**src/logic/hot_charge_pkg.sv**
```systemverilog
package hot_charge_pkg;

  // ****************************************
  // Clock and time base
  // ****************************************
  localparam int CLK_MHZ = 200;

  // Deglitch and pulse times in microseconds
  localparam int T_1P6MS_US = 1600;
  localparam int T_100US_US = 100;
  localparam int T_6MS_US   = 6000;
  localparam int T_12MS_US  = 12000;
  localparam int T_1MS_US   = 1000;

  // Cycle counts, whole microseconds times an integral rate, so exact
  localparam int T_1P6MS_CYC = T_1P6MS_US * CLK_MHZ;
  localparam int T_100US_CYC = T_100US_US * CLK_MHZ;
  localparam int T_6MS_CYC   = T_6MS_US * CLK_MHZ;
  localparam int T_12MS_CYC  = T_12MS_US * CLK_MHZ;
  localparam int T_1MS_CYC   = T_1MS_US * CLK_MHZ;

  // Pending low byte lifetime, no figure known so a plain default
  localparam int WDOG_CYC_DEF = 1000000;

  localparam int CNT_W = 22;

  // ****************************************
  // Command codes
  // ****************************************
  localparam logic [7:0] CMD_CC_WORD  = 8'h14;
  localparam logic [7:0] CMD_OPT_WORD = 8'h3D;
  localparam logic [7:0] CMD_CC_LO    = 8'h0A;
  localparam logic [7:0] CMD_CC_HI    = 8'h0B;
  localparam logic [7:0] CMD_OPT_LO   = 8'h06;
  localparam logic [7:0] CMD_OPT_HI   = 8'h07;

  // ****************************************
  // Field layout and reset values
  // ****************************************
  localparam int CC_CODE_LSB = 6;
  localparam int CC_CODE_MSB = 12;
  localparam int CC_BAD_LSB  = 13;
  localparam int CC_BAD_MSB  = 15;
  localparam int OPT_THR_LSB = 10;
  localparam int OPT_THR_MSB = 15;
  localparam int OPT_DG_LSB  = 8;
  localparam int OPT_DG_MSB  = 9;
  localparam int OPT_ENV_MSB = 6;
  localparam int THR_STEP_SH = 9;

  localparam logic [6:0] CC_CODE_RST = 7'h00;
  localparam logic [5:0] THR_RST     = 6'h20;
  localparam logic [1:0] DG_RST      = 2'h1;
  localparam logic [6:0] ENV_RST     = 7'h24;
  // Sources kept while the adapter is absent: comparator, discharge, sys
  localparam logic [6:0] ENV_KEEP    = 7'h4C;
  localparam logic [6:0] ENV_ALL     = 7'h7F;

  // ****************************************
  // Charge current clamps
  // ****************************************
  localparam int CC_STEP_MA   = 64;
  localparam int PRECHG_MA    = 384;
  localparam int MID_CLAMP_MA = 2000;
  localparam logic [6:0] PRECHG_CODE = 7'(PRECHG_MA / CC_STEP_MA);
  localparam logic [6:0] MID_CODE    = 7'(MID_CLAMP_MA / CC_STEP_MA);

endpackage

```
**src/logic/hot_charge_regs.sv**
```systemverilog
// Contract
// - Discharge threshold bits 15:10, 512 mA steps
// - Bits 9:8 pick discharge deglitch time
// - Bits 6:0 enable alert sources
// - Adapter absent masks input, battery, adapter sources
// - Envelope bit map; bits 5, 2 reset enabled
// - Battery rise, adapter fall one-shot triggers
// - Charge code bits 12:6, low bits ignored
// - Ones in bits 15:13 void the write
// - Charge current zero after reset
// - Zero charge current stops charging
// - Pre-charge clamps current at 384 mA
// - Single cell clamps 384 mA, then 2 A
// - High byte without low byte is ignored
// - Watchdog expiry discards pending low byte
// - Alert lasts at least selected width
`timescale 1ns/100ps
module hot_charge_regs #(
  parameter int DG_1P6MS = hot_charge_pkg::T_1P6MS_CYC,
  parameter int DG_100US = hot_charge_pkg::T_100US_CYC,
  parameter int DG_6MS   = hot_charge_pkg::T_6MS_CYC,
  parameter int DG_12MS  = hot_charge_pkg::T_12MS_CYC,
  parameter int PW_1MS   = hot_charge_pkg::T_1MS_CYC,
  parameter int WDOG_CYC = hot_charge_pkg::WDOG_CYC_DEF
) (
  // Clock and reset
  input  wire logic        CORE_CLK,
  input  wire logic        RESET_N,
  // Decoded command writes, word or byte
  input  wire logic        WR_STB,
  input  wire logic        WR_WORD,
  input  wire logic [7:0]  WR_CMD,
  input  wire logic [15:0] WR_DATA,
  // Decoded command reads
  input  wire logic        RD_STB,
  input  wire logic        RD_WORD,
  input  wire logic [7:0]  RD_CMD,
  output logic [15:0]      RD_DATA,
  output logic             RD_VALID,
  output logic             INVALID_WR,
  // Alert sources
  input  wire logic [15:0] DISCHARGE_MA,
  input  wire logic        IND_COMP_TRIP,
  input  wire logic        CRIT_INPUT_TRIP,
  input  wire logic        NOM_INPUT_TRIP,
  input  wire logic        SYS_VOLT_TRIP,
  input  wire logic        BATTERY_PRESENT,
  input  wire logic        ADAPTER_GOOD,
  input  wire logic        ADAPTER_PRESENT,
  // Alert pulse shaping
  input  wire logic [1:0]  PULSE_WIDTH_SEL,
  input  wire logic        PULSE_EXTEND,
  input  wire logic        HOST_CLEAR,
  output logic             PROC_HOT_N,
  // Charge state
  input  wire logic        PRE_CHARGE,
  input  wire logic        SINGLE_CELL,
  input  wire logic        BAT_BELOW_LOW,
  input  wire logic        BAT_BELOW_MINIMUM_SYSTEM_VOLTAGE,
  output logic [6:0]       EFF_CHARGE_CODE,
  output logic             CHARGE_ENABLE
);
  import hot_charge_pkg::*;

  // ****************************************
  // Helpers
  // ****************************************
  function automatic logic [CNT_W-1:0] sel4(input logic [1:0] s,
      input int a, input int b, input int c, input int d);
    unique case (s)
      2'h0: sel4 = CNT_W'(a);
      2'h1: sel4 = CNT_W'(b);
      2'h2: sel4 = CNT_W'(c);
      2'h3: sel4 = CNT_W'(d);
    endcase
  endfunction

  function automatic logic [6:0] min7(input logic [6:0] a,
      input logic [6:0] b);
    min7 = (a < b) ? a : b;
  endfunction

  logic [6:0]       code_q;
  logic [5:0]       thr_q;
  logic [1:0]       dg_q;
  logic [6:0]       env_q;
  logic             pend_q;
  logic [7:0]       lo_q;
  logic [31:0]      wd_q;
  logic             bp_q;
  logic             ag_q;
  logic             alert_q;
  logic             ext_q;
  logic             hot_q;
  logic [CNT_W-1:0] hold_q;
  logic             dchg_filt;
  logic [6:0]       src;
  logic [6:0]       eff_en;
  logic             alert;
  logic             cc_word;
  logic             cc_lo;
  logic             cc_hi;
  logic             opt_word;
  logic             opt_lo;
  logic             opt_hi;
  logic             word_bad;
  logic             pair_bad;
  logic [15:0]      pair;
  logic             wd_done;
  logic [6:0]       eff_d;

  // ****************************************
  // Write decode
  // ****************************************
  assign cc_word  = WR_STB && WR_WORD && (WR_CMD == CMD_CC_WORD);
  assign opt_word = WR_STB && WR_WORD && (WR_CMD == CMD_OPT_WORD);
  assign cc_lo    = WR_STB && !WR_WORD && (WR_CMD == CMD_CC_LO);
  assign cc_hi    = WR_STB && !WR_WORD && (WR_CMD == CMD_CC_HI);
  assign opt_lo   = WR_STB && !WR_WORD && (WR_CMD == CMD_OPT_LO);
  assign opt_hi   = WR_STB && !WR_WORD && (WR_CMD == CMD_OPT_HI);
  assign pair     = {WR_DATA[7:0], lo_q};
  assign word_bad = |WR_DATA[CC_BAD_MSB:CC_BAD_LSB];
  assign pair_bad = |pair[CC_BAD_MSB:CC_BAD_LSB];
  assign wd_done  = (wd_q >= 32'(WDOG_CYC - 1));

  // ****************************************
  // Charge current register
  // ****************************************
  // Zero at reset
  always_ff @(posedge CORE_CLK) begin
    if (!RESET_N) begin
      code_q <= CC_CODE_RST;
    end else if (cc_word && !word_bad) begin
      code_q <= WR_DATA[CC_CODE_MSB:CC_CODE_LSB];
    end else if (cc_hi && pend_q && !pair_bad) begin
      code_q <= pair[CC_CODE_MSB:CC_CODE_LSB];
    end
  end

  // Low byte is only staged; any other write breaks the pair
  always_ff @(posedge CORE_CLK) begin
    if (!RESET_N) begin
      pend_q <= 1'b0;
      lo_q   <= 8'h00;
    end else if (cc_lo) begin
      pend_q <= 1'b1;
      lo_q   <= WR_DATA[7:0];
    end else if (WR_STB) begin
      pend_q <= 1'b0;
    end else if (pend_q && wd_done) begin
      pend_q <= 1'b0;
    end
  end

  // Watchdog runs only while a low byte waits
  always_ff @(posedge CORE_CLK) begin
    if (!RESET_N || cc_lo || !pend_q) begin
      wd_q <= '0;
    end else if (!wd_done) begin
      wd_q <= wd_q + 32'h1;
    end
  end

  // Rejected word or pair, reported for one cycle
  always_ff @(posedge CORE_CLK) begin
    if (!RESET_N) begin
      INVALID_WR <= 1'b0;
    end else begin
      INVALID_WR <= (cc_word && word_bad) ||
                    (cc_hi && pend_q && pair_bad);
    end
  end

  // ****************************************
  // Hot profile register
  // ****************************************
  always_ff @(posedge CORE_CLK) begin
    if (!RESET_N) begin
      thr_q <= THR_RST;
      dg_q  <= DG_RST;
      env_q <= ENV_RST;
    end else if (opt_word) begin
      thr_q <= WR_DATA[OPT_THR_MSB:OPT_THR_LSB];
      dg_q  <= WR_DATA[OPT_DG_MSB:OPT_DG_LSB];
      env_q <= WR_DATA[OPT_ENV_MSB:0];
    end else if (opt_lo) begin
      env_q <= WR_DATA[OPT_ENV_MSB:0];
    end else if (opt_hi) begin
      thr_q <= WR_DATA[7:2];
      dg_q  <= WR_DATA[1:0];
    end
  end

  // ****************************************
  // Alert sources
  // ****************************************
  // Deglitch select
  deglitch_filter u_dchg (
    .CORE_CLK (CORE_CLK),
    .RESET_N  (RESET_N),
    .RAW      (DISCHARGE_MA > {1'b0, thr_q, 9'h000}),
    .LIMIT    (sel4(dg_q, DG_1P6MS, DG_100US, DG_6MS, DG_12MS)),
    .FILT     (dchg_filt)
  );

  // Edge history for the one-shot sources
  always_ff @(posedge CORE_CLK) begin
    if (!RESET_N) begin
      bp_q <= 1'b0;
      ag_q <= 1'b0;
    end else begin
      bp_q <= BATTERY_PRESENT;
      ag_q <= ADAPTER_GOOD;
    end
  end

  assign src[1] = BATTERY_PRESENT && !bp_q;
  assign src[0] = !ADAPTER_GOOD && ag_q;
  assign src[6] = IND_COMP_TRIP;
  assign src[5] = CRIT_INPUT_TRIP;
  assign src[4] = NOM_INPUT_TRIP;
  assign src[3] = dchg_filt;
  assign src[2] = SYS_VOLT_TRIP;
  assign eff_en = env_q & (ADAPTER_PRESENT ? ENV_ALL : ENV_KEEP);
  assign alert  = |(src & eff_en);

  // ****************************************
  // Alert output shaping
  // ****************************************
  // Minimum width hold
  always_ff @(posedge CORE_CLK) begin
    if (!RESET_N) begin
      alert_q <= 1'b0;
      hold_q  <= '0;
    end else begin
      alert_q <= alert;
      if (alert && !alert_q) begin
        hold_q <= sel4(PULSE_WIDTH_SEL, DG_100US, PW_1MS, DG_12MS,
                       DG_6MS) - 1'b1;
      end else if (hold_q != '0) begin
        hold_q <= hold_q - 1'b1;
      end
    end
  end

  // Extension latch; a new trip wins over a host clear
  always_ff @(posedge CORE_CLK) begin
    if (!RESET_N) begin
      ext_q <= 1'b0;
    end else if (alert && PULSE_EXTEND) begin
      ext_q <= 1'b1;
    end else if (HOST_CLEAR || !PULSE_EXTEND) begin
      ext_q <= 1'b0;
    end
  end

  always_ff @(posedge CORE_CLK) begin
    if (!RESET_N) begin
      hot_q <= 1'b0;
    end else begin
      hot_q <= alert || (hold_q != '0) || ext_q;
    end
  end
  assign PROC_HOT_N = !hot_q;

  // ****************************************
  // Effective charge current
  // ****************************************
  always_comb begin
    eff_d = code_q;
    if (PRE_CHARGE || (SINGLE_CELL && BAT_BELOW_LOW)) begin
      eff_d = min7(code_q, PRECHG_CODE);
    end else if (SINGLE_CELL && BAT_BELOW_MINIMUM_SYSTEM_VOLTAGE) begin
      eff_d = min7(code_q, MID_CODE);
    end
  end

  always_ff @(posedge CORE_CLK) begin
    if (!RESET_N) begin
      EFF_CHARGE_CODE <= CC_CODE_RST;
      CHARGE_ENABLE   <= 1'b0;
    end else begin
      EFF_CHARGE_CODE <= eff_d;
      CHARGE_ENABLE   <= (code_q != 7'h00);
    end
  end

  // ****************************************
  // Read port
  // ****************************************
  // Unmapped commands read zero; reserved bits read zero
  always_ff @(posedge CORE_CLK) begin
    if (!RESET_N) begin
      RD_DATA  <= 16'h0000;
      RD_VALID <= 1'b0;
    end else begin
      RD_VALID <= RD_STB;
      if (RD_STB) begin
        RD_DATA <= 16'h0000;
        if (RD_WORD && RD_CMD == CMD_CC_WORD)
          RD_DATA <= {3'h0, code_q, 6'h00};
        else if (RD_WORD && RD_CMD == CMD_OPT_WORD)
          RD_DATA <= {thr_q, dg_q, 1'b0, env_q};
        else if (!RD_WORD && RD_CMD == CMD_CC_LO)
          RD_DATA <= {8'h00, code_q[1:0], 6'h00};
        else if (!RD_WORD && RD_CMD == CMD_CC_HI)
          RD_DATA <= {11'h000, code_q[6:2]};
        else if (!RD_WORD && RD_CMD == CMD_OPT_LO)
          RD_DATA <= {9'h000, env_q};
        else if (!RD_WORD && RD_CMD == CMD_OPT_HI)
          RD_DATA <= {8'h00, thr_q, dg_q};
      end
    end
  end

  // ****************************************
  // Checks
  // ****************************************
  a_bad_word_kept: assert property (
    @(posedge CORE_CLK) disable iff (!RESET_N)
    (cc_word && word_bad) |=> (code_q == $past(code_q)) && INVALID_WR)
    else $error("invalid word changed charge code");

  a_reset_zero: assert property (
    @(posedge CORE_CLK) !RESET_N |=> (code_q == 7'h00) && !CHARGE_ENABLE)
    else $error("charge code not zero after reset");

  a_zero_stops: assert property (
    @(posedge CORE_CLK) disable iff (!RESET_N)
    (cc_word && !word_bad && WR_DATA[12:6] == 7'h00) |=> ##1 !CHARGE_ENABLE)
    else $error("charging not stopped by zero write");

  a_prechg_clamp: assert property (
    @(posedge CORE_CLK) disable iff (!RESET_N)
    PRE_CHARGE |=> (EFF_CHARGE_CODE <= 7'd6))
    else $error("pre-charge current above 384 mA");

  a_mid_clamp: assert property (
    @(posedge CORE_CLK) disable iff (!RESET_N)
    (SINGLE_CELL && !PRE_CHARGE && !BAT_BELOW_LOW && BAT_BELOW_MINIMUM_SYSTEM_VOLTAGE)
    |=> (EFF_CHARGE_CODE == min7($past(code_q), 7'd31)))
    else $error("single cell middle clamp wrong");

  a_high_first: assert property (
    @(posedge CORE_CLK) disable iff (!RESET_N)
    (cc_hi && !pend_q) |=> $stable(code_q))
    else $error("lone high byte changed charge code");

  a_pair_apply: assert property (
    @(posedge CORE_CLK) disable iff (!RESET_N)
    (cc_hi && pend_q && !(|WR_DATA[7:5]))
    |=> (code_q == {$past(WR_DATA[4:0]), $past(lo_q[7:6])}))
    else $error("byte pair not applied");

  a_wdog_drop: assert property (
    @(posedge CORE_CLK) disable iff (!RESET_N)
    (pend_q && wd_done && !WR_STB) |=> !pend_q)
    else $error("stale low byte kept");

  a_adapter_mask: assert property (
    @(posedge CORE_CLK) disable iff (!RESET_N)
    !ADAPTER_PRESENT |-> (eff_en[5:4] == 2'b00) && (eff_en[1:0] == 2'b00)
    && (eff_en[6] == env_q[6]) && (eff_en[3:2] == env_q[3:2]))
    else $error("adapter removal mask wrong");

  a_quiet_disabled: assert property (
    @(posedge CORE_CLK) disable iff (!RESET_N)
    (eff_en == 7'h00 && hold_q == '0 && !ext_q) |=> PROC_HOT_N)
    else $error("alert driven with no source enabled");

  a_width_load: assert property (
    @(posedge CORE_CLK) disable iff (!RESET_N)
    (alert && !alert_q) |=> !PROC_HOT_N &&
    (hold_q == sel4($past(PULSE_WIDTH_SEL), DG_100US, PW_1MS, DG_12MS,
                    DG_6MS) - 1'b1))
    else $error("alert minimum width not loaded");

  a_dchg_trip: assert property (
    @(posedge CORE_CLK) disable iff (!RESET_N)
    (DISCHARGE_MA <= {1'b0, thr_q, 9'h000}) |=> !dchg_filt)
    else $error("discharge trip below threshold");

endmodule

```
**src/logic/deglitch_filter.sv**
```systemverilog
`timescale 1ns/100ps
module deglitch_filter (
  // Clock and reset
  input  wire logic                           CORE_CLK,
  input  wire logic                           RESET_N,
  // Raw level and qualifying length
  input  wire logic                           RAW,
  input  wire logic [hot_charge_pkg::CNT_W-1:0] LIMIT,
  // Filtered level
  output logic                                FILT
);
  import hot_charge_pkg::*;

  logic [CNT_W-1:0] cnt_q;

  // ****************************************
  // Qualify a level held for LIMIT cycles
  // ****************************************
  // Drop is immediate so a release never lingers past the trip
  always_ff @(posedge CORE_CLK) begin
    if (!RESET_N) begin
      cnt_q <= '0;
      FILT  <= 1'b0;
    end else if (!RAW) begin
      cnt_q <= '0;
      FILT  <= 1'b0;
    end else if (cnt_q + 1'b1 >= LIMIT) begin
      FILT <= 1'b1;
    end else begin
      cnt_q <= cnt_q + 1'b1;
    end
  end

endmodule

```
**config.mk**
```make
export PLATFORM = sky130hd
export DESIGN_NAME = hot_charge_regs
export DESIGN_NICKNAME = d
export VERILOG_FILES = /design/src/logic/hot_charge_pkg.sv /design/src/logic/hot_charge_regs.sv /design/src/logic/deglitch_filter.sv
export SDC_FILE = /design/constraint.sdc
export NUM_CORES = 1
export LEC_CHECK = 0
export BUFFER_PORTS_ARGS = -buffer_cell sky130_fd_sc_hd__buf_2
export CAP_MARGIN = 0
export CORE_ASPECT_RATIO = 1.75
export CORE_UTILIZATION = 40
export DETAILED_ROUTE_END_ITERATION = 10
export HOLD_SLACK_MARGIN = 0.15
export MAX_ROUTING_LAYER = met4
export PLACE_DENSITY = 0.55
export SLEW_MARGIN = 20
export SYNTH_ARGS = -nofsm -noshare
export SYNTH_HDL_FRONTEND = slang
export SYNTH_SLANG_ARGS = --single-unit
```
**constraint.sdc**
```tcl
create_clock -name CORE_CLK -period 7.4 [get_ports CORE_CLK]
set_clock_uncertainty 0.1 [all_clocks]
set_input_delay 0.37 -clock CORE_CLK [delete_from_list [all_inputs] [get_ports CORE_CLK]]
set_output_delay 0.37 -clock CORE_CLK [all_outputs]
set_load 0.05 [all_outputs]
```
======== Word level (Yosys, flattened, before mapping) ========
Cells that the tools add are included.
storage, ports and cells
  register bits after elaboration ......... 139
  latch bits .............................. 0
  memory bits (writable) .................. 0
  ROM bits ................................ 0
  output and inout bits ................... 27
  logic and storage cells ................. 141
  memories ................................ 0
operators by class
  add/sub/neg operators ................... 4
  multiply operators ...................... 0
  divide/modulo/power cells ............... 0
  $lt $le $gt $ge ......................... 5
  equality and inequality tests ........... 19
  shift operators ......................... 0
  mux-type cells .......................... 32
  bitwise logic cells ..................... 2
  reductions and logical operators ........ 59
operators by type and width
  kind                     count
  $pmux W22 S4             2
  $mux W22                 4
  $mux W7                  8
  $sub A22 B1 Y22 const B  2
  $add A32 B1 Y32 const B  1
  $eq A8 B3 Y1 const B     4
  $eq A8 B4 Y1 const B     4
  $ge A32 B20 Y1 const B   1
  $mux W16                 2
  $mux W8                  4
  $logic_and A1 B1 Y1      26
  $mux W6                  4
  $add A22 B1 Y22 const B  1
  $ge A22 B22 Y1           1
  $reduce_bool A22 Y1      1
  $eq A8 B5 Y1 const B     2
  $eq A8 B6 Y1 const B     2
  $gt A16 B15 Y1           1
  $and A7 B7 Y7            2
  $logic_not A1 Y1         11
  $reduce_bool A2 Y1       5
  $eq A2 B2 Y1 const B     4
  $logic_or A1 B1 Y1       7
  $lt A7 B3 Y1 const B     1
  11 further kinds         21

======== Logic depth before layout (Yosys ltp) ========
Gate-level depths: netlist (run 1).
  word-level depth ........................ 9
  gate-level depth with buffers ........... 15

======== By module ========
Synthesis (run 1) repeated with hierarchy kept, for this count alone.
unflattened totals
  cell total of the unflattened synthesis .. 896
  area, all modules ....................... 7603.5 sq um
modules (own cells, without submodules)
  module           times used  cells an instance  area each (sq um)  sequential area each (sq um)
  hot_charge_regs  1           634                5514.0             2202.1
  deglitch_filter  1           262                2089.5             460.4

======== Least setup slack after synthesis (run 1) ========
No wires, ideal clock.
  path type ............................... reg2reg
  start point ............................. reg u_dchg.cnt_q[7]
  end point ............................... reg u_dchg.cnt_q[2]
  library setup time ...................... 116 ps
  arrival ................................. 3655 ps
  data required time ...................... 7184 ps
  slack ................................... 3528 ps
  stages on the path, launching flop included .. 13
  path buffers ............................ 0
  clock period less this slack ............ 3872 ps
  path through ............................ dfxtp_1 nand4_1 nor4_1 nand3_1 xnor2_1 ha_1 a21oi_1 or3b_2 a31oi_1 nor3_1 nor3_1 a21oi_1 a31o_2
between the ends
  cells in the longest elaborated chain, start to end .. 2
ends and longest elaborated chain
  what                    RTL line               RTL
  from (decl)             deglitch_filter.sv:14  logic [CNT_W-1:0] cnt_q;
  from (signal assigned)  deglitch_filter.sv:30  cnt_q <= cnt_q + 1'b1;
  $add A22 B1 Y22         deglitch_filter.sv:27  end else if (cnt_q + 1'b1 >= LIMIT) begin
  $ge A22 B22 Y1          deglitch_filter.sv:27
No other way between the ends.
A chain may end at the register's enable or synchronous reset.

======== Worst setup path after layout (run 1) ========
  start point ............................. reg u_dchg.cnt_q[0]
  end point ............................... reg u_dchg.cnt_q[4]
between the ends
  cells in the longest elaborated chain, start to end .. 2
ends and longest elaborated chain
  what                 RTL line
  $add A22 B1 Y22 (*)  deglitch_filter.sv:27, deglitch_filter.sv:30
  $ge A22 B22 Y1       deglitch_filter.sv:27
Mark *: on every way between the ends. The rest lies on a longest branch, timed or not.

==> run_results.csv, run 1 <==
group,metric,value,unit
status,status,"completed",
global_route,grt_max_degree,59,
critical_path,crit_type,"register to register",
cts,clk_path_buf_depth,2,
route,post_drt_wl_per_cell,16.22,um
logic_synthesis,synth_edf_count,0,
place,gp_congestion,0.8926,
floorplan,design.die.area,17480,um^2
final_layout,diodes,0,
final_layout,seqCellArea,2663,um^2
global_route,grt_pass1_wl,29.79,mm
floorplan,dieHeight,174.1,um
critical_path,cp-end-kind,"register",
timing,hold_ws,0.1673,ns
cts,cts_num_sinks,133,
timing,min_period_over_period,58.26,%
hold_path,hold_path.class,"primary input to register",
place,placed_area,7461,um^2
timing,fin_tns_setup,0,ns
logic_synthesis,synth_area_leaders,"dfxtp_1, ha_1, nor2_1",
cts,clk_pin_slew_worst_paths,0.06,ns
floorplan,initial_core_util,40.99,%
final_layout,fillCellCount,1645,
final_layout,drive_gt1_share,16.59,%
cts,root_buffer,"clkbuf_16",
logic_synthesis,synth_nets,876,
timing,rsz0062_at_grt,"no",
floorplan,die_x,100.4,um
logic_synthesis,ys_ff_latch,133,
logic_synthesis,synth_top_area_share,39.31,%
route,post-route-drc-count,0,
final_layout,multiInputGateArea,3934,um^2
timing,setup_viol,0,
critical_path,startpoint_type,"register",
global_route,antenna_found_initial,0,
power,powerDensity,214.3,nW/um^2
global_route,grt_pass1_vias,6201,
critical_path,path_max_fanout,14,
route,via_per_inst,5.431,
timing,relSlewSlack,34.24,%
route,ant_nets,0,
floorplan,pin_count,96,
logic_synthesis,ys.flop_type,"dfxtp_1",
floorplan,rows,62,
cts,cts_setup_buffers,0,
timing,hold_viol_final,0,
cts,cts_buffers,17,
route,met1_length,7.259,mm
final_layout,nets,972,
global_route,grt-ovfl-total,0,
logic_synthesis,synth-seq-area-share,39.31,%
logic_synthesis,async_reset_ff_share,0,%
cts,htreeDepth,4,
critical_path,cp_slowest_stage_delay,0.63,ns
logic_synthesis,yosysMostFrequentCell,"dfxtp_1",
route,met2_length,9.456,mm
logic_synthesis,avgSynthCellArea,8.717,um^2
critical_path,arrival,4.57,ns
timing,maxSlewViolCount,0,
logic_synthesis,synth_top_cell_by_area,"dfxtp_1",
timing,max_slew.worst_pin.slew,0.9774,ns
final_layout,design_area,8160,um^2
route,dr_wl_met3,611,um
logic_synthesis,ys_warn_count,0,
place,port_buffers,95,
logic_synthesis,syn_area,6773,um^2
final_layout,area_delta_synth_final,20.49,%
route,drt-total-wl,18.01,mm
logic_synthesis,ys_types,59,
critical_path,critPathSlowestCell,"nor4_1",
cts,insertion_delay,0.42,ns
place,place_hpwl,13.80,mm
run,max_cap_viol_count,0,
route,top_layer,"met4",
timing,period_needed,4.311,ns
route,drtPass1Iterations,5,
route,initialDrtViolationCount,203,
logic_synthesis,synthCells,777,
cts,holdBufCountCts,7,
cts,cts_tree,"built",
floorplan,core_area,16520,um^2
power,leakage,3.483,nW
logic_synthesis,synth_common_cells,"dfxtp_1, nor2_1, nand2_1",
global_route,grt.total_usage,22.43,%
cts,cts_resized,0,
critical_path,cp_cell_sequence,"ha_1 -> nand4_1 -> nor4_1 -> and3_1 -> nand3_1 -> xnor2_1 -> ha_1 -> or2_2 -> a21oi_1 -> or2_2 -> nand3_1 -> or4_1 -> nand2_1",
timing,fmax,232.0,MHz
route,via_count,6028,
critical_path,cp.required,7.66,ns
power,max-vdd-ir-drop,0.0001895,V
[per-layer routing]
metal  track usage [%]  vias up
met3             4.704       40
met1             22.94     2869
met4             10.02        0
li1                  -     2984
met5                 -        -
met2             40.30      135
[flip-flops by register name, indices dropped and copies added (netlist names), 2 cells and up]
signal           count
RD_DATA             16
EFF_CHARGE_CODE      7
wd_q                32
code_q               7
env_q                7
thr_q                6
dg_q                 2
hold_q              22
lo_q                 2
u_dchg.cnt_q        22
[cell families (layout without fill, tap and decap cells)]
group,Yosys count,in the layout,share of synthesized area [%]
adder cells (fa/ha/maj),30,30,5.542
flip-flops,133,133,39.31
AO/OA/AOI/OAI,140,140,15.28
AND/OR/NAND/NOR,339,339,25.64
XOR/XNOR,58,58,7.501
buffers and inverters,51,160,2.882
multiplexers,26,26,3.843
[cell type report]
type | instances | area share, %
Sequential cell | 133 | 32.63
Inverter | 20 | 0.9200
Clock buffer | 22 | 5.811
Timing Repair Buffer | 108 | 7.237
Multi-Input combinational cell | 593 | 48.21
Clock inverter | 10 | 1.763
Tap cell | 224 | 3.435
[worst paths after layout]
kind         depth (start not counted)                            to                    startpoint  slack [ns]
min                                  3           pend_q$_SDFFE_PN0P_                        WR_STB        0.17
min reg2reg                          1         wd_q[29]$_SDFFE_PP0P_         wd_q[29]$_SDFFE_PP0P_        0.36
max                                 13  u_dchg.cnt_q[4]$_SDFFE_PN0N_  u_dchg.cnt_q[0]$_SDFFE_PN0N_        3.09
max reg2reg                         13  u_dchg.cnt_q[4]$_SDFFE_PN0N_  u_dchg.cnt_q[0]$_SDFFE_PN0N_        3.09
[cell usage in the layout (no fill, tap or decap), types with 8 or more instances in the layout]
cell type	count
o21ai_0	15
dfxtp_1	133
a22oi_1	14
nor4_1	21
and3_1	10
nand2b_1	9
nand4_1	18
xnor2_1	31
o21a_1	11
xor2_1	27
or3_1	8
buf_2	95
nor2b_1	13
mux2i_1	26
inv_1	20
a211oi_1	12
a21oi_1	25
clkbuf_16	17
ha_1	30
nand2_1	65
o211a_1	15
nor2_1	89
and2_1	19
nor3_1	18
a21boi_0	9
nand3_1	31
[critical path, delay by kind of cell, from the launching register on]
kind | cells | cell delay, ns
XOR/XNOR | 1 | 0.16
AO/OA/AOI/OAI | 1 | 0.20
adder cells (fa/ha/maj) | 2 | 0.62
AND/OR/NAND/NOR | 9 | 2.77
flip-flops | 1 | 0.41
[through the flow]
stage / worst slack [ns] / power (mW) / utilization [%] / instances
after floorplan: 3.528 / 0.8342 / - / 777
after global placement: 3.267 / 0.8775 / 45.15 / 1071
after detailed placement: 3.122 / 0.8807 / 45.15 / 1071
after CTS: 3.093 / 1.767 / 49.32 / 1110
after global routing: 2.818 / 1.820 / 49.39 / 1110
final: 3.089 / 1.749 / 49.39 / 1110
[power by group]
part           internal, mW  total [mW]  switching [mW]
combinational        0.0507       0.122          0.0711
sequential            0.733       0.746          0.0125
clock                 0.560       0.881           0.322
total                  1.34        1.75           0.405
No activity file was read; power rests on OpenSTA's default activity.
==> inputs of run 2 (changes only) <==
clock period = 4.5 ns   (was 7.4 ns; I/O delays follow)
==> run 2 against run 1 <==
Against the previous run: sequential power is 65% higher; die area stayed put; register-to-register slack worse by 2.6 ns; critical path depth stayed put; sequential share of layout area is 1.2 points lower; power is 70% higher; cell count is 2.5% higher; clock-buffer cell count is 2 lower; core utilization is 1.9 points higher; combinational power is 78% higher; worst setup slack worse by 2.6 ns; final area is 3.9% higher.
==> run_results.csv, run 2 (synthesized netlist as in run 1, its figures left out) <==
group,metric,value,unit
hold_path,hold_depth,4,
hold_path,min-delay-start,"IND_COMP_TRIP",
final_layout,seqCellArea,2663,um^2
floorplan,rows,62,
cts,insertion_delay,0.42,ns
critical_path,path_max_fanout,14,
timing,setup_ws,0.5064,ns
route,initialDrtViolationCount,213,
route,drt-total-wl,18.37,mm
final_layout,nets,1001,
cts,cts_setup_buffers,0,
final_layout,largest_reg_flops,32,
timing,min_period_over_period,88.75,%
timing,fmax,250.4,MHz
route,drtPass1Iterations,5,
route,post-route-drc-count,0,
cts,clk_pin_slew_worst_paths,0.06,ns
power,powerDensity,351.2,nW/um^2
status,status,"completed",
critical_path,reg2regPathDepth,13,
place,place_hpwl,13.97,mm
final_layout,regMostFlops,"wd_q",
critical_path,cp.required,4.76,ns
place,post-place-ws,0.3285,ns
global_route,grt_pass1_vias,6124,
final_layout,fillCellCount,1590,
final_layout,multiInputGateArea,3933,um^2
global_route,grt_max_degree,58,
timing,relSlewSlack,26.66,%
global_route,grt.total_usage,22.46,%
final_layout,final_common_cell,"dfxtp_1",
critical_path,startpoint,"u_dchg.cnt_q[3]$_SDFFE_PN0N_",
critical_path,r2r-start,"u_dchg.cnt_q[3]$_SDFFE_PN0N_",
critical_path,arrival,4.26,ns
route,post_drt_wl_per_cell,16.14,um
cts,root_buffer,"clkbuf_16",
timing,setup_viol,0,
floorplan,die_x,100.4,um
final_layout,final_cells,1138,
floorplan,initial_core_util,40.99,%
critical_path,crit_type,"register to register",
final_layout,final_cell_mix,"dfxtp_1, buf_2, nor2_1, nand2_1, dlygate4sd3_1",
timing,fin_tns_setup,0,ns
place,dp_cells,1075,
cts,cts_tree,"built",
global_route,antenna_found_initial,0,
run,max_cap_viol_count,0,
floorplan,dieHeight,174.1,um
floorplan,core_area,16520,um^2
place,port_buffers,95,
power,leakage,3.613,nW
global_route,grt_pass1_wl,29.51,mm
cts,cts_buffers,17,
timing,max_slew.worst_pin.slew,1.088,ns
timing,maxSlewViolCount,0,
cts,clk_path_buf_depth,2,
cts,cts_num_sinks,133,
floorplan,pin_count,96,
power,max-vdd-ir-drop,0.0002773,V
cts,htreeDepth,4,
final_layout,diodes,0,
timing,period_needed,3.994,ns
critical_path,startpoint_type,"register",
final_layout,area_delta_synth_final,25.16,%
timing,hold_viol_final,0,
final_layout,drive_gt1_share,16.74,%
hold_path,hold_path.class,"primary input to register",
route,via_per_inst,5.366,
global_route,grt-ovfl-total,0,
place,gp_congestion,0.8462,
route,via_count,6106,
final_layout,top_regs,"wd_q (32), hold_q (22), u_dchg.cnt_q (22)",
timing,rsz0062_at_grt,"no",
critical_path,cp-end-kind,"register",
route,ant_nets,0,
floorplan,design.die.area,17480,um^2
[run 2: changes by cell type in the layout (fill, tap and decap cells not counted), moves of 2 or more]
cell,change
dlygate4sd3_1,+25
buf_4,+4
clkinv_2,-2
clkinvlp_4,+3
bufinv_16,+2
[run 2: repair_timing]
item	4_1_cts	5_1_grt
hold endpoints to repair	34	0
endpoints found under the setup margin	0	2
gates resized for setup	0	2
hold buffers	32	0
[run 2: worst max-delay path: stages, from the launching register on]
cell	delay, ns
dfxtp_1	0.45
nand4_1	0.23
nor4_1	0.38
buf_4	0.22
nand3_1	0.14
xnor2_1	0.17
ha_1	0.32
a21oi_1	0.17
or3b_2	0.47
a31oi_1	0.21
or3_1	0.21
nand3_2	0.26
or4_1	0.54
nand2_1	0.08
[run 2: cell type report]
cell class,instances,area share [%]
Inverter,20,0.8856
Tap cell,224,3.306
Clock buffer,20,5.387
Sequential cell,133,31.41
Timing Repair Buffer,137,10.27
Clock inverter,11,2.347
Multi-Input combinational cell,593,46.39
[run 2: final timing paths]
kind | to | slack [ns]
worst max-delay path | u_dchg.cnt_q[4]$_SDFFE_PN0N_ | 0.51
worst min-delay path | alert_q$_SDFF_PN0_ | 0.19
worst max register to register | u_dchg.cnt_q[4]$_SDFFE_PN0N_ | 0.51
worst min register to register | wd_q[28]$_SDFFE_PP0P_ | 0.36
[run 2: stage by stage]
step / hold slack (ns) / utilization, % / total power, mW / area (um^2)
floorplan: 0.2467 / - / 1.372 / 6773
detailed placement: 0.3419 / 45.34 / 1.448 / 7491
global route: 0.2146 / 51.30 / 3.079 / 8477
finish: 0.1934 / 51.30 / 2.977 / 8477
CTS: 0.1567 / 51.24 / 3.001 / 8467
global placement: 0.3427 / 45.34 / 1.442 / 7491
[run 2: power breakdown]
part,switching (mW),internal [mW],leakage [nW]
combinational,0.119,0.0978,2.22
sequential,0.0217,1.21,1.08
clock,0.520,1.01,0.309
total,0.662,2.32,3.61
[run 2: per-layer routing]
| layer | vias to the layer above | wire, um | GRT usage, % |
|---|---|---|---|
| met1 | 2902 | 7225 | 22.73 |
| met3 | 45 | 592 | 3.940 |
| li1 | 3032 | - | - |
| met4 | 0 | 705 | 11.23 |
| met5 | - | 0 | - |
| met2 | 127 | 9844 | 40.61 |
==> inputs of run 3 (changes only) <==
CAP_MARGIN = 25   (was 0)
GPL_TIMING_DRIVEN = 0   (was unset)
==> run 3 against run 2 <==
Against the previous run: sequential cell count did not move; critical path depth fell by 1; power fell by 3.3%; hold slack got worse by 0.014 ns; die area did not move; critical endpoint is now u_dchg.cnt_q[2]$_SDFFE_PN0N_; largest cell class unchanged.
==> run_results.csv, run 3 (synthesized netlist as in run 1, its figures left out) <==
group,metric,value,unit
place,place_hpwl,14.98,mm
route,drtPass1Iterations,5,
critical_path,cp_cell_sequence,"ha_1 -> nand2_1 -> nor2_1 -> nand3_1 -> xnor2_1 -> ha_1 -> nand2_1 -> a211o_1 -> a311o_1 -> a2111oi_2 -> nor3_2 -> a31o_2",
hold_path,hold_path.class,"primary input to register",
route,initialDrtViolationCount,167,
place,dp_cells,1098,
timing,period_needed,4.193,ns
hold_path,hold_path_end,"EFF_CHARGE_CODE[5]$_SDFF_PN0_",
cts,cts_num_sinks,133,
floorplan,pin_count,96,
final_layout,design_area,8519,um^2
timing,max_slew.worst_pin.slew,1.145,ns
power,max-vdd-ir-drop,0.0002300,V
timing,min_period_over_period,93.17,%
final_layout,diodes,0,
cts,htreeDepth,4,
floorplan,initial_core_util,40.99,%
critical_path,r2r_end,"u_dchg.cnt_q[2]$_SDFFE_PN0N_",
final_layout,final_common_cell,"dfxtp_1",
final_layout,multiInputGateArea,3948,um^2
final_layout,nets,1027,
floorplan,core_area,16520,um^2
route,post-route-drc-count,0,
timing,setup_ws,0.3074,ns
timing,relSlewSlack,23.50,%
final_layout,largest_reg_flops,32,
global_route,grt_pass1_vias,6414,
timing,hold_viol_final,0,
final_layout,area_delta_synth_final,25.79,%
final_layout,final_cells,1165,
power,total_power,2.878,mW
timing,maxSlewViolCount,0,
critical_path,cp.required,4.71,ns
cts,clk_path_buf_depth,2,
final_layout,top_regs,"wd_q (32), hold_q (22), u_dchg.cnt_q (22)",
final_layout,fillCellCount,1567,
place,port_buffers,95,
cts,clk_pin_slew_worst_paths,0.06,ns
cts,cts_buffers,17,
final_layout,regMostFlops,"wd_q",
power,leakage,3.614,nW
hold_path,min-delay-start,"BAT_BELOW_LOW",
critical_path,cp_slowest_stage_delay,0.98,ns
critical_path,arrival,4.40,ns
final_layout,seqCellArea,2663,um^2
place,placed_area,7551,um^2
cts,cts_tree,"built",
critical_path,path_max_fanout,9,
critical_path,startpoint_type,"register",
critical_path,critPathSlowestCell,"a2111oi_2",
floorplan,design.die.area,17480,um^2
final_layout,drive_gt1_share,16.37,%
hold_path,hold_depth,3,
place,post-place-ws,-0.05655,ns
route,drt-total-wl,19.16,mm
timing,fin_tns_setup,0,ns
critical_path,cp.depth,12,
critical_path,reg2regPathDepth,12,
run,max_cap_viol_count,0,
place,gp_congestion,0.8712,
global_route,antenna_found_initial,0,
timing,setup_viol,0,
cts,root_buffer,"clkbuf_16",
critical_path,cp_top_family,"compound AO/OA/AOI/OAI gates",
route,via_per_inst,5.406,
status,status,"completed",
global_route,grt_pass1_wl,31.13,mm
route,ant_nets,0,
floorplan,die_x,100.4,um
global_route,grt_max_degree,17,
timing,hold_ws,0.1793,ns
final_layout,final_cell_mix,"dfxtp_1, buf_2, nor2_1, nand2_1, dlygate4sd3_1",
timing,fmax,238.5,MHz
floorplan,dieHeight,174.1,um
route,post_drt_wl_per_cell,16.45,um
timing,rsz0062_at_grt,"no",
global_route,grt.total_usage,23.58,%
critical_path,cp-end-kind,"register",
critical_path,crit_type,"register to register",
route,via_count,6298,
critical_path,r2r-start,"u_dchg.cnt_q[0]$_SDFFE_PN0N_",
cts,insertion_delay,0.42,ns
power,powerDensity,337.8,nW/um^2
global_route,grt-ovfl-total,0,
final_layout,utilization,51.56,%
critical_path,rrSetupSlack,0.31,ns
critical_path,worst-path-buf-inv,0,
floorplan,rows,62,
[run 3: cell types whose count changed in the layout (fill, tap and decap cells not counted), moves of 2 or more]
cell,before,now
clkbuf_1,1,28
buf_4,10,3
buf_2,95,100
bufinv_16,5,2
inv_6,1,4
inv_8,0,2
nor4_1,21,19
[run 3: report_power, final]
part           internal, mW  switching, mW  total [mW]
combinational        0.0999          0.129       0.229
clock                 0.848          0.575        1.42
sequential             1.21         0.0214        1.23
total                  2.15          0.725        2.88
[run 3: worst max path at each step]
stage | startpoint | endpoint | slack [ns]
after detailed placement | u_dchg.cnt_q[3]$_SDFFE_PN0N_ | u_dchg.cnt_q[2]$_SDFFE_PN0N_ | -0.06
after global placement | u_dchg.cnt_q[3]$_SDFFE_PN0N_ | u_dchg.cnt_q[8]$_SDFFE_PN0N_ | -0.28
after global routing | u_dchg.cnt_q[2]$_SDFFE_PN0N_ | u_dchg.cnt_q[5]$_SDFFE_PN0N_ | 0.004
after CTS | u_dchg.cnt_q[3]$_SDFFE_PN0N_ | u_dchg.cnt_q[2]$_SDFFE_PN0N_ | 0.11
final | u_dchg.cnt_q[0]$_SDFFE_PN0N_ | u_dchg.cnt_q[2]$_SDFFE_PN0N_ | 0.31
after floorplan | u_dchg.cnt_q[7]$_SDFFE_PN0N_ | u_dchg.cnt_q[2]$_SDFFE_PN0N_ | 0.63
[run 3: cell type report]
cell class                      instances  area share [%]
Buffer                                 31           1.410
Clock buffer                           18           5.155
Clock inverter                         14           1.953
Inverter                               20          0.8812
Multi-Input combinational cell        593           46.34
Sequential cell                       133           31.25
Tap cell                              224           3.290
Timing Repair Buffer                  132           9.722
[run 3: metal layers]
layer	track usage (%)	vias to the layer above	wire, um
li1	-	3098	-
met1	23.75	2991	7343
met2	42.75	164	10450
met3	3.659	45	602
met4	12.50	0	765
met5	-	-	0
[run 3: repair_timing]
item / 4_1_cts / 5_1_grt
cloned: 0 / 0
hold buffers: 32 / 0
setup buffers: 0 / 2
pin swaps: 0 / 1
gates resized for setup: 1 / 2
hold endpoints to repair: 34 / 0
endpoints found under the setup margin: 2 / 15
[run 3: tightest hold or removal path, cell delays in order]
cell and delay [ns]:
buf_2 0.08, a21oi_1 0.13, and4_1 0.21
